$ cat config.mk
export PLATFORM = sky130hd
export DESIGN_NAME = video_out_stage
export DESIGN_NICKNAME = d
export VERILOG_FILES = /design/src/include/video_out_pkg.sv /design/src/include/pix_if.sv /design/src/rtl/mat_row.sv /design/src/rtl/chroma_444.sv /design/src/rtl/video_out_stage.sv
export SDC_FILE = /design/constraint.sdc
export NUM_CORES = 2
export LEC_CHECK = 0
export BUFFER_PORTS_ARGS = -buffer_cell sky130_fd_sc_hd__clkbuf_2
export CORE_MARGIN = 2
export CORE_UTILIZATION = 47
export DETAILED_ROUTE_END_ITERATION = 10
export PLACE_DENSITY = 0.62
export SYNTH_ARGS = -nofsm -noshare
export SYNTH_HDL_FRONTEND = slang
export SYNTH_SLANG_ARGS = --single-unit
$ cat constraint.sdc
create_clock -name pclk -period 26.4 [get_ports pclk]
set_clock_uncertainty 0.2 [all_clocks]
set_input_delay 3.96 -clock pclk [delete_from_list [all_inputs] [get_ports pclk]]
set_output_delay 3.96 -clock pclk [all_outputs]
set_load 0.03 [all_outputs]
$ cat src/include/video_out_pkg.sv
// constants shared by the video output stage
package video_out_pkg;
	localparam int TIME_W   = 12;
	localparam int PIX_W    = 10;
	// signed coefficient, 1024 is unity, reaches about +12 dB
	// gain headroom sizing
	localparam int COEF_BITS = 13;
	localparam int NUM_COEF  = 9;
	localparam int MAT_SHIFT = 10;
	localparam int TRS_LEN   = 4;
	// register byte offsets
	localparam logic [7:0] REG_CTRL   = 8'h00;
	localparam logic [7:0] REG_HACT   = 8'h04;
	localparam logic [7:0] REG_HLEN   = 8'h08;
	localparam logic [7:0] REG_VACT   = 8'h0C;
	localparam logic [7:0] REG_VLEN   = 8'h10;
	localparam logic [7:0] REG_ADJ    = 8'h14;
	localparam logic [7:0] REG_BG     = 8'h18;
	localparam logic [7:0] REG_COEF0  = 8'h1C;
	localparam logic [7:0] REG_STATUS = 8'h40;
	// field positions
	localparam int F_MODE = 0;
	localparam int F_TRS  = 2;
	localparam int F_REF  = 3;
	localparam int F_W10  = 4;
	localparam int F_LO   = 0;
	localparam int F_HI   = 16;
	localparam int F_BGY  = 0;
	localparam int F_BGCB = 10;
	localparam int F_BGCR = 20;
	localparam int F_LOCK = 28;
	localparam int F_CERR = 29;
	// reset values
	localparam logic [1:0]  RST_MODE        = 2'h1;
	localparam logic        RST_TRS         = 1'b1;
	localparam logic        RST_REF         = 1'b0;
	localparam logic        RST_W10         = 1'b1;
	localparam logic [11:0] RST_LINE_LEN    = 12'h2D0;
	localparam logic [11:0] RST_TOTAL_LEN   = 12'h35A;
	localparam logic [11:0] RST_V_START     = 12'h014;
	localparam logic [11:0] RST_V_STOP      = 12'h1F4;
	localparam logic [11:0] RST_TOTAL_LINES = 12'h20D;
	localparam logic [12:0] RST_UNITY       = 13'h0400;
	// video levels
	localparam logic [9:0] MAT_Y_OFS = 10'h040;
	localparam logic [9:0] OFS_GBR   = 10'h200;
	localparam logic [9:0] OFS_YC    = 10'h040;
	localparam logic [9:0] BLANK_Y   = 10'h040;
	localparam logic [9:0] BLANK_C   = 10'h200;
	localparam logic [9:0] CLIP10_LO = 10'h004;
	localparam logic [9:0] CLIP10_HI = 10'h3FB;
	localparam logic [7:0] CLIP8_LO  = 8'h01;
	localparam logic [7:0] CLIP8_HI  = 8'hFE;
	localparam logic [9:0] TRS_ONE   = 10'h3FF;
	localparam logic [9:0] TRS_ZERO  = 10'h000;
endpackage

$ cat src/include/pix_if.sv
// 4:4:4 pixel carrier from the chroma stage to the matrix
`timescale 1ns/1ps
`default_nettype none
interface pix_if;
	logic [9:0]        y;
	logic signed [9:0] cb;
	logic signed [9:0] cr;
	modport src (output y, cb, cr);
	modport dst (input y, cb, cr);
endinterface
`default_nettype wire

$ cat src/rtl/mat_row.sv
// one row of the colour matrix with saturation
`timescale 1ns/1ps
`default_nettype none
module mat_row
	import video_out_pkg::*;
#(
	parameter int COEF_W = COEF_BITS
) (
	// pixel in
	input  wire logic [9:0]               y,
	input  wire logic signed [9:0]        cb,
	input  wire logic signed [9:0]        cr,
	// coefficients and offset
	input  wire logic signed [COEF_W-1:0] c1,
	input  wire logic signed [COEF_W-1:0] c2,
	input  wire logic signed [COEF_W-1:0] c3,
	input  wire logic [9:0]               offset,
	// result
	output logic [9:0]                    res
);
	localparam int S = COEF_W + 13;
	logic signed [10:0]  yo;
	logic signed [S-1:0] sum;
	logic signed [S-1:0] r;

	assign yo = $signed({1'b0, y}) - $signed({1'b0, MAT_Y_OFS});

	always_comb begin
		// three products over 1024 plus offset
		// widen before multiplying, a self-sized product would drop its top bits
		sum = S'(c1) * S'(yo) + S'(c2) * S'(cb) + S'(c3) * S'(cr);
		r   = (sum >>> MAT_SHIFT) + S'($signed({1'b0, offset}));
		if (r < 0)
			res = 10'h000;
		else if (r > S'(1023))
			res = 10'h3FF;
		else
			res = r[9:0];
	end
endmodule
`default_nettype wire

$ cat src/rtl/chroma_444.sv
// chroma upsampling, background fill and edge shaping
`timescale 1ns/1ps
`default_nettype none
module chroma_444 (
	// clock and reset
	input  wire logic              pclk,
	input  wire logic              presetn,
	// 4:2:2 pixels, cb on even live samples
	input  wire logic [9:0]        y_in,
	input  wire logic signed [9:0] c_in,
	input  wire logic              live,
	input  wire logic              active,
	// settings
	input  wire logic [9:0]        bg_y,
	input  wire logic [9:0]        bg_cb,
	input  wire logic [9:0]        bg_cr,
	input  wire logic              shape_l,
	input  wire logic              shape_r,
	// 4:4:4 out
	pix_if.src                     pix
);
	import video_out_pkg::*;
	typedef struct packed {
		logic [9:0] s1_y, s1_cb, s1_cr, hold_cb, hold_cr, y, cb, cr;
		logic       s1_live, s1_act, s1_first, prev_live, phase;
	} ups_t;
	ups_t st, next_st;
	logic ph;

	function automatic logic [9:0] avg(input logic [9:0] a, input logic [9:0] b);
		logic [10:0] s;
		s = {a[9], a} + {b[9], b};
		return s[10:1];
	endfunction

	always_comb begin
		next_st = st;
		ph = st.prev_live ? st.phase : 1'b0;
		next_st.prev_live = live;
		next_st.s1_live = live;
		next_st.s1_act = active;
		next_st.s1_first = live & ~st.prev_live;
		next_st.s1_y = y_in;
		// each luma gets its own cb and cr
		if (live) begin
			next_st.phase = ~ph;
			if (!ph) begin
				next_st.s1_cb = c_in;
				next_st.s1_cr = st.hold_cr;
				next_st.hold_cb = c_in;
			end else begin
				next_st.s1_cb = st.hold_cb;
				next_st.s1_cr = c_in;
				next_st.hold_cr = c_in;
			end
		end
		if (!st.s1_act) begin
			next_st.y = BLANK_Y;
			next_st.cb = 10'h000;
			next_st.cr = 10'h000;
		end else if (!st.s1_live) begin
			next_st.y = bg_y;
			next_st.cb = bg_cb;
			next_st.cr = bg_cr;
		end else if ((shape_l && st.s1_first) || (shape_r && !live)) begin
			next_st.y = 10'(({1'b0, st.s1_y} + {1'b0, bg_y}) >> 1);
			next_st.cb = avg(st.s1_cb, bg_cb);
			next_st.cr = avg(st.s1_cr, bg_cr);
		end else begin
			next_st.y = st.s1_y;
			next_st.cb = st.s1_cb;
			next_st.cr = st.s1_cr;
		end
	end

	always_ff @(posedge pclk or negedge presetn) begin
		if (!presetn)
			st <= '0;
		else
			st <= next_st;
	end

	assign pix.y  = st.y;
	assign pix.cb = st.cb;
	assign pix.cr = st.cr;
endmodule
`default_nettype wire

$ cat src/rtl/video_out_stage.sv
// video output stage: matrix, formatter and output timing
`timescale 1ns/1ps
`default_nettype none
// Notes on behaviour
// - upsample chroma to 4:4:4 so each luma has own Cb, Cr
// - shape left edge if start above 0, right if stop below length
// - fill non-live part of the active area with background colour before the matrix
// - luma out is three products over 1024 plus 64
// - chroma out likewise, offset 512 in mode 0, else 64
// - coefficients wide enough for about +12 dB gain
// - Cb and Cr into the matrix are two's complement
// - B, R offset binary (offset 512) in mode 0, unsigned (offset 64) in modes 1 to 3
// - all nine coefficients are software programmable
// - pack one, two or three channels by mode, insert TRS
// - with TRS on clip to 4..1019 or 1..254
// - horizontal and vertical counters bounded by format settings
// - lock to input TRS when reference 0, to pin when 1
// - line advance moves output earlier by that many lines
// - horizontal position delays output by that many samples
// - about two fields latency, set by the memory stage upstream
// - last active line after memory switch point is unsupported
module video_out_stage
	import video_out_pkg::*;
#(
	parameter int ADDR_W = 8,
	parameter int CW     = TIME_W
) (
	// clock and reset
	input  wire logic              pclk,
	input  wire logic              presetn,
	// apb slave
	input  wire logic              psel,
	input  wire logic              penable,
	input  wire logic              pwrite,
	input  wire logic [ADDR_W-1:0] paddr,
	input  wire logic [31:0]       pwdata,
	output logic [31:0]            prdata,
	output logic                   pready,
	output logic                   pslverr,
	// scaled pixels in
	input  wire logic [9:0]        y_in,
	input  wire logic signed [9:0] c_in,
	input  wire logic              in_trs_ref,
	output logic                   pix_req,
	// external frame reference
	input  wire logic              ext_frame_reset_in,
	// formatted video out
	output logic [9:0]             gout,
	output logic [9:0]             bout,
	output logic [9:0]             rout,
	output logic                   out_de,
	output logic                   out_locked
);
	typedef struct packed {
		logic [1:0]                         out_mode;
		logic                               trs_en, out_ref, word10;
		logic [CW-1:0]                      active_h_start, active_h_stop;
		logic [CW-1:0]                      active_line_length, total_line_length;
		logic [CW-1:0]                      v_start, v_stop, total_lines, switch_line;
		logic [CW-1:0]                      line_advance, h_pos;
		logic [9:0]                         bg_y, bg_cb, bg_cr;
		logic [NUM_COEF-1:0][COEF_BITS-1:0] coef;
		logic [31:0]                        rdata;
		logic                               err;
		logic [2:0]                         sync;
		logic [CW-1:0]                      h, v, dly, h_d1, v_d1, h_d2, v_d2;
		logic                               dly_run, locked;
		logic [9:0]                         g, b, r;
		logic                               de, de_d1, de_d2;
	} top_t;

	top_t        st, next_st;
	logic [31:0] rd;
	logic        hit, wr, setup, ref_ev, act, live, cfg_err;
	logic        act_v, eav, sav, vbl, hbit;
	logic [1:0]  idx;
	logic [9:0]  mg, mb, mr, coff, xyz, trs_w, vg, vb, vr, blk_g, blk_c;

	pix_if pix ();

	function automatic top_t rst_state();
		top_t s;
		s = '0;
		s.out_mode = RST_MODE;
		s.trs_en = RST_TRS;
		s.out_ref = RST_REF;
		s.word10 = RST_W10;
		s.active_h_stop = CW'(RST_LINE_LEN);
		s.active_line_length = CW'(RST_LINE_LEN);
		s.total_line_length = CW'(RST_TOTAL_LEN);
		s.v_start = CW'(RST_V_START);
		s.v_stop = CW'(RST_V_STOP);
		s.total_lines = CW'(RST_TOTAL_LINES);
		s.switch_line = CW'(RST_TOTAL_LINES);
		s.bg_y = BLANK_Y;
		s.coef[0] = RST_UNITY;
		s.coef[4] = RST_UNITY;
		s.coef[8] = RST_UNITY;
		return s;
	endfunction

	// clip illegal codes when TRS is on
	function automatic logic [9:0] fit(input logic [9:0] w, input logic w10,
		input logic en);
		logic [7:0] b8;
		b8 = w[9:2];
		if (w10) begin
			if (en && w < CLIP10_LO)
				return CLIP10_LO;
			if (en && w > CLIP10_HI)
				return CLIP10_HI;
			return w;
		end
		if (en && b8 < CLIP8_LO)
			b8 = CLIP8_LO;
		else if (en && b8 > CLIP8_HI)
			b8 = CLIP8_HI;
		return {b8, 2'h0};
	endfunction

	// current sample position, drives the pixel request
	assign act = (st.h < st.active_line_length) && (st.v >= st.v_start)
		&& (st.v < st.v_stop);
	assign live = act && (st.h >= st.active_h_start) && (st.h < st.active_h_stop);
	assign pix_req = live;

	assign cfg_err = st.v_stop > st.switch_line;

	chroma_444 u_chroma (
		.pclk    (pclk),
		.presetn (presetn),
		.y_in    (y_in),
		.c_in    (c_in),
		.live    (live),
		.active  (act),
		.bg_y    (st.bg_y),
		.bg_cb   (st.bg_cb),
		.bg_cr   (st.bg_cr),
		// shaping only where the picture is inset
		.shape_l (st.active_h_start != '0),
		.shape_r (st.active_h_stop < st.active_line_length),
		.pix     (pix)
	);

	// chroma offset depends on output mode
	// mode 0 gives offset binary B and R
	assign coff = (st.out_mode == 2'h0) ? OFS_GBR : OFS_YC;

	mat_row u_row_g (
		.y (pix.y), .cb (pix.cb), .cr (pix.cr),
		.c1 (st.coef[0]), .c2 (st.coef[1]), .c3 (st.coef[2]),
		.offset (MAT_Y_OFS), .res (mg)
	);
	mat_row u_row_b (
		.y (pix.y), .cb (pix.cb), .cr (pix.cr),
		.c1 (st.coef[3]), .c2 (st.coef[4]), .c3 (st.coef[5]),
		.offset (coff), .res (mb)
	);
	mat_row u_row_r (
		.y (pix.y), .cb (pix.cb), .cr (pix.cr),
		.c1 (st.coef[6]), .c2 (st.coef[7]), .c3 (st.coef[8]),
		.offset (coff), .res (mr)
	);

	always_comb begin
		next_st = st;
		rd = '0;
		hit = 1'b0;
		setup = psel & ~penable;
		wr = psel & penable & pwrite;
		unique case (paddr)
			ADDR_W'(REG_CTRL): begin
				hit = 1'b1;
				rd[F_MODE +: 2] = st.out_mode;
				rd[F_TRS] = st.trs_en;
				rd[F_REF] = st.out_ref;
				rd[F_W10] = st.word10;
				if (wr) begin
					next_st.out_mode = pwdata[F_MODE +: 2];
					next_st.trs_en = pwdata[F_TRS];
					next_st.out_ref = pwdata[F_REF];
					next_st.word10 = pwdata[F_W10];
				end
			end
			ADDR_W'(REG_HACT): begin
				hit = 1'b1;
				rd[F_LO +: CW] = st.active_h_start;
				rd[F_HI +: CW] = st.active_h_stop;
				if (wr) begin
					next_st.active_h_start = pwdata[F_LO +: CW];
					next_st.active_h_stop = pwdata[F_HI +: CW];
				end
			end
			ADDR_W'(REG_HLEN): begin
				hit = 1'b1;
				rd[F_LO +: CW] = st.active_line_length;
				rd[F_HI +: CW] = st.total_line_length;
				if (wr) begin
					next_st.active_line_length = pwdata[F_LO +: CW];
					next_st.total_line_length = pwdata[F_HI +: CW];
				end
			end
			ADDR_W'(REG_VACT): begin
				hit = 1'b1;
				rd[F_LO +: CW] = st.v_start;
				rd[F_HI +: CW] = st.v_stop;
				if (wr) begin
					next_st.v_start = pwdata[F_LO +: CW];
					next_st.v_stop = pwdata[F_HI +: CW];
				end
			end
			ADDR_W'(REG_VLEN): begin
				hit = 1'b1;
				rd[F_LO +: CW] = st.total_lines;
				rd[F_HI +: CW] = st.switch_line;
				if (wr) begin
					next_st.total_lines = pwdata[F_LO +: CW];
					next_st.switch_line = pwdata[F_HI +: CW];
				end
			end
			ADDR_W'(REG_ADJ): begin
				hit = 1'b1;
				rd[F_LO +: CW] = st.line_advance;
				rd[F_HI +: CW] = st.h_pos;
				if (wr) begin
					next_st.line_advance = pwdata[F_LO +: CW];
					next_st.h_pos = pwdata[F_HI +: CW];
				end
			end
			ADDR_W'(REG_BG): begin
				hit = 1'b1;
				rd[F_BGY +: 10] = st.bg_y;
				rd[F_BGCB +: 10] = st.bg_cb;
				rd[F_BGCR +: 10] = st.bg_cr;
				if (wr) begin
					next_st.bg_y = pwdata[F_BGY +: 10];
					next_st.bg_cb = pwdata[F_BGCB +: 10];
					next_st.bg_cr = pwdata[F_BGCR +: 10];
				end
			end
			ADDR_W'(REG_STATUS): begin
				hit = 1'b1;
				rd[F_LO +: CW] = st.h;
				rd[F_HI +: CW] = st.v;
				rd[F_LOCK] = st.locked;
				rd[F_CERR] = cfg_err;
			end
			default: ;
		endcase
		for (int i = 0; i < NUM_COEF; i++) begin
			if (paddr == ADDR_W'(REG_COEF0 + 8'(4 * i))) begin
				hit = 1'b1;
				rd[COEF_BITS-1:0] = st.coef[i];
				if (wr)
					next_st.coef[i] = pwdata[COEF_BITS-1:0];
			end
		end
		if (setup) begin
			next_st.rdata = pwrite ? 32'h0000_0000 : rd;
			next_st.err = ~hit;
		end

		// reference choice, pin edge after two flops
		next_st.sync = {st.sync[1:0], ext_frame_reset_in};
		ref_ev = st.out_ref ? (st.sync[1] & ~st.sync[2]) : in_trs_ref;
		if (st.h >= st.total_line_length - 1'b1) begin
			next_st.h = '0;
			next_st.v = (st.v >= st.total_lines - 1'b1) ? '0 : st.v + 1'b1;
		end else begin
			next_st.h = st.h + 1'b1;
		end
		// hold off line start by h_pos samples
		if (ref_ev) begin
			next_st.dly = st.h_pos;
			next_st.dly_run = 1'b1;
		end else if (st.dly_run) begin
			if (st.dly == '0) begin
				next_st.dly_run = 1'b0;
				// start at line_advance to run early
				next_st.h = '0;
				next_st.v = st.line_advance;
				// frame placement only; field store lies upstream
				next_st.locked = 1'b1;
			end else begin
				next_st.dly = st.dly - 1'b1;
			end
		end

		// position pipeline matches the two chroma stages
		next_st.h_d1 = st.h;
		next_st.v_d1 = st.v;
		next_st.h_d2 = st.h_d1;
		next_st.v_d2 = st.v_d1;
		next_st.de_d1 = act;
		next_st.de_d2 = st.de_d1;

		// timing reference words and channel packing
		act_v = (st.v_d2 >= st.v_start) && (st.v_d2 < st.v_stop);
		vbl = ~act_v;
		eav = (st.h_d2 >= st.active_line_length)
			&& (st.h_d2 < st.active_line_length + CW'(TRS_LEN));
		// bounded above so a shortened line never leaves a cut preamble
		sav = (st.h_d2 >= st.total_line_length - CW'(TRS_LEN))
			&& (st.h_d2 < st.total_line_length);
		hbit = eav;
		idx = eav ? 2'(st.h_d2 - st.active_line_length)
			: 2'(st.h_d2 - (st.total_line_length - CW'(TRS_LEN)));
		// single field raster, F stays low
		xyz = {1'b1, 1'b0, vbl, hbit, vbl ^ hbit, hbit, vbl, vbl ^ hbit, 2'h0};
		unique case (idx)
			2'h0: trs_w = TRS_ONE;
			2'h1, 2'h2: trs_w = TRS_ZERO;
			2'h3: trs_w = xyz;
		endcase
		blk_c = (st.out_mode == 2'h0) ? BLANK_Y : BLANK_C;
		blk_g = (st.out_mode == 2'h3 && !st.h_d2[0]) ? BLANK_C : BLANK_Y;
		unique case (st.out_mode)
			2'h0, 2'h1: begin
				vg = mg;
				vb = mb;
				vr = mr;
			end
			2'h2: begin
				vg = mg;
				vb = st.h_d2[0] ? mr : mb;
				vr = BLANK_C;
			end
			2'h3: begin
				vg = st.h_d2[0] ? mg : (st.h_d2[1] ? mr : mb);
				vb = BLANK_C;
				vr = BLANK_C;
			end
		endcase
		if (st.trs_en && (eav || sav)) begin
			next_st.g = st.word10 ? trs_w : {trs_w[9:2], 2'h0};
			next_st.b = next_st.g;
			next_st.r = next_st.g;
		end else if (st.de_d2) begin
			next_st.g = fit(vg, st.word10, st.trs_en);
			next_st.b = fit(vb, st.word10, st.trs_en);
			next_st.r = fit(vr, st.word10, st.trs_en);
		end else begin
			next_st.g = fit(blk_g, st.word10, st.trs_en);
			next_st.b = fit(blk_c, st.word10, st.trs_en);
			next_st.r = fit(blk_c, st.word10, st.trs_en);
		end
		next_st.de = st.de_d2;
	end

	always_ff @(posedge pclk or negedge presetn) begin
		if (!presetn)
			st <= rst_state();
		else
			st <= next_st;
	end

	// zero wait state slave
	assign pready = 1'b1;
	assign prdata = st.rdata;
	assign pslverr = st.err & psel & penable;
	assign gout = st.g;
	assign bout = st.b;
	assign rout = st.r;
	assign out_de = st.de;
	assign out_locked = st.locked;
endmodule
`default_nettype wire

==> impl_metrics.yaml <==
outcome:
  status: "finished, final reports clean"
yosys:
  synth_sequential_area_ratio_pct: 16.4
  synth_area_leaders: "fa_1, dfrtp_1, ha_1"
  ys_types: 98
  post_synth_inst_count: 8107
  synth-seq-cells: 508
  syn-cell-area_sq_um: 78000
  synth_top_area_share_pct: 32.4
  synth-edff-count: 0
  syn_avg_cell_area_sq_um: 9.62
  async_flop_share_pct: 100
  synth-main-ff-cell: "dfrtp_1"
  yosysWarnings: 0
  synth_largest_area_cell: "fa_1"
timing:
  finalMaxSlewViolations: 0
  report.final.hold_viol_count: 0
  period_share_pct: 56.2
  setup_total_negative_slack_ns: 0
  setup_viol_count_final: 0
  slew-limit-headroom_pct: 10.2
  rsz_0062_raised_after_global_routing: "no"
  achievable_clock_frequency_mhz: 67.4
  tightestPinTransition_ns: 1.35
  period_needed_ns: 14.84
floorplanning:
  design.die.area_sq_um: 169000
  i_o_pin_count: 134
  fp-row-count: 149
  die_x_um: 411
  initial_core_util_pct: 47.3
  floorplan.core_area_sq_um: 165000
  fp.dieH_um: 411
cells_and_area:
  final_layout_size_suffix_gt1_share_pct: 8.94
  net_count_reported_at_finish: 10015
  flow.area_growth_from_synthesis_pct: 5.36
  mostFrequentLayoutCells: "inv_1, fa_1, ha_1"
  layout_commonest_cell: "inv_1"
  finish.instance_area_sq_um: 82100
  layout.filler_cells: 15464
power_and_ir_drop:
  cellPowerDensity_nw_per_um2: 39.9
  max-vdd-ir-drop_mv: 0.0523
  power_leakage_nw: 39.9
route:
  vias: 55873
  drt_first_pass_iters: 7
  first_iter_violations: 3566
  remaining_antenna_violation_count: 0
  drc: 0
  avgViaCountPerCell: 5.48
  route.final.wire_length_mm: 222
  wl_per_cell_um: 21.8
critical_path:
  cpLargestDelayFamily: "adder cells"
  crit_path_max_fanout: 39
  cp_common_cell: "fa_1"
  regToRegEndpoint: "gout[1]$_DFF_PN0_"
  critical-path-slowest-cell: "buf_4"
  r2r.worst_path.cells: 53
  regToRegStartpoint: "u_chroma.pix.y[6]$_DFF_PN0_"
  cp.required_ns: 26.71
  start_kind: "flip-flop"
  worstSetupPathType: "flip-flop to flip-flop"
  worst_path_largest_cell_delay_ns: 0.56
  cp.buffers_inverters: 8
  cp_data_arrival_time_ns: 15.14
  reg2reg_setup_slack_ns: 11.56
  setup.worst_path.end_class: "flip-flop"
clock_network:
  clkTransAtPathRegs_ns: 0.06
  clock_sinks: 508
  h-tree-depth: 2
  tritoncts.num_buffers: 57
  postCtsSetupBuffers: 0
  clk_root_buffer_cell: "clkbuf_16"
  clock_insertion_delay_worst_skew_ns: 0.71
  cts_resized: 0
  cts_hold_buffers: 0
  max-clock-path-buffers: 3
  tritoncts: "built"
global_route:
  grt_pass1_vias: 58854
  gr_overflow_total: 0
  antenna_found_initial: 17
  grt_pass1_wl_mm: 346
  gr-usage-all-layers_pct: 26.7
  largest_net_degree_at_the_start_of_global_routing: 158
placed_design:
  postPlaceCellArea_sq_um: 80200
  port-buffer-count: 128
  place_congestion: 0.910
  dp.final_hpwl_mm: 179
hold_path:
  hold_path.class: "flip-flop to flip-flop"
  hold_path.startpoint: "next_st[35]$_DFF_PN0_"
  whs_path_depth: 0
  holdPathEnd: "st[35]$_DFF_PN0_"
run:
  max-cap-violations: 0
synth_stat cells (all sizes together) (83+ instances only):
| master | number |
|---|---|
| o21ai | 175 |
| a21o | 133 |
| fa | 1260 |
| nor2 | 242 |
| clkbuf | 328 |
| nand2b | 109 |
| dfrtp | 471 |
| nand2 | 707 |
| xnor2 | 237 |
| a21oi | 258 |
| ha | 730 |
| inv | 1575 |
| buf | 83 |
| and2 | 546 |
| mux2 | 294 |
layout make-up:
type | instances | area, sq um | share of cell area (%)
clock buffer | 80 | 1630 | 1.99
multi-input combinational | 5613 | 57500 | 70.1
antenna | 6 | 15.0 | 0.0183
clock inverter | 28 | 310 | 0.378
sequential | 508 | 12800 | 15.5
timing repair buffer | 202 | 1220 | 1.48
inverter | 1576 | 5920 | 7.20
tap | 2189 | 2740 | 3.33
report_power, final:
part | switching, mW | internal, mW | leakage, nW
Clock | 0.363 | 0.465 | 0.942
Combinational | 0.957 | 0.551 | 32.2
Sequential | 0.0912 | 0.847 | 6.71
Total | 1.41 | 1.86 | 39.9
worst max path at each step:
stage                                startpoint           endpoint  depth (start not counted)
CTS                 u_chroma.pix.y[6]$_DFF_PN0_  gout[0]$_DFF_PN0_                         53
global placement    u_chroma.pix.y[6]$_DFF_PN0_  gout[1]$_DFF_PN0_                         53
finish              u_chroma.pix.y[6]$_DFF_PN0_  gout[1]$_DFF_PN0_                         53
detailed placement  u_chroma.pix.y[6]$_DFF_PN0_  gout[0]$_DFF_PN0_                         53
global route        u_chroma.pix.y[6]$_DFF_PN0_  gout[0]$_DFF_PN0_                         53
floorplan           u_chroma.pix.y[6]$_DFF_PN0_  gout[2]$_DFF_PN0_                         55
routing by layer:
| metal | track usage, % | share of wire, % | vias to the layer above |
|---|---|---|---|
| met5 | 0 | 0.030 | - |
| met4 | 11.1 | 4.9 | 12 |
| met3 | 6.05 | 8.1 | 396 |
| met2 | 42.9 | 45 | 1730 |
| met1 | 34.8 | 42 | 28592 |
| li1 | - | - | 25143 |
stage by stage:
step / hold WS [ns] / power, mW / setup WS, ns / cells / utilization [%]
floorplan: 0.131 / 1.96 / 13.39 / 8108 / -
global placement: 0.131 / 2.44 / 11.53 / 10088 / 48.6
detailed placement: 0.135 / 2.46 / 11.41 / 10088 / 48.6
CTS: 0.106 / 3.30 / 11.36 / 10196 / 49.8
global route: 0.133 / 3.50 / 10.55 / 10196 / 49.8
finish: 0.119 / 3.28 / 11.56 / 10202 / 49.8
flip-flops by register name (all words and copies together), names as in the netlist:
| register | cells |
|---|---|
| bout | 10 |
| gout | 10 |
| next_st | 51 |
| out_de | 1 |
| out_locked | 1 |
| prdata | 30 |
| rout | 10 |
| st | 311 |
| u_chroma.pix.cb | 10 |
| u_chroma.pix.cr | 10 |
| u_chroma.pix.y | 10 |
| u_chroma.st | 54 |
kinds of logic after synthesis:
group,count (synthesis),share of synthesized area [%]
AOI/OAI and AO/OA,989,8.45
xor gates and xnor gates,305,3.44
adders and majority gates,1990,44.1
buffers and inverters,1987,9.92
DFF,508,16.4
muxes,349,4.95
other,2,0.00963
and+or+nand+nor,1977,12.8
Note: power is estimated with default switching activity, not from simulation.
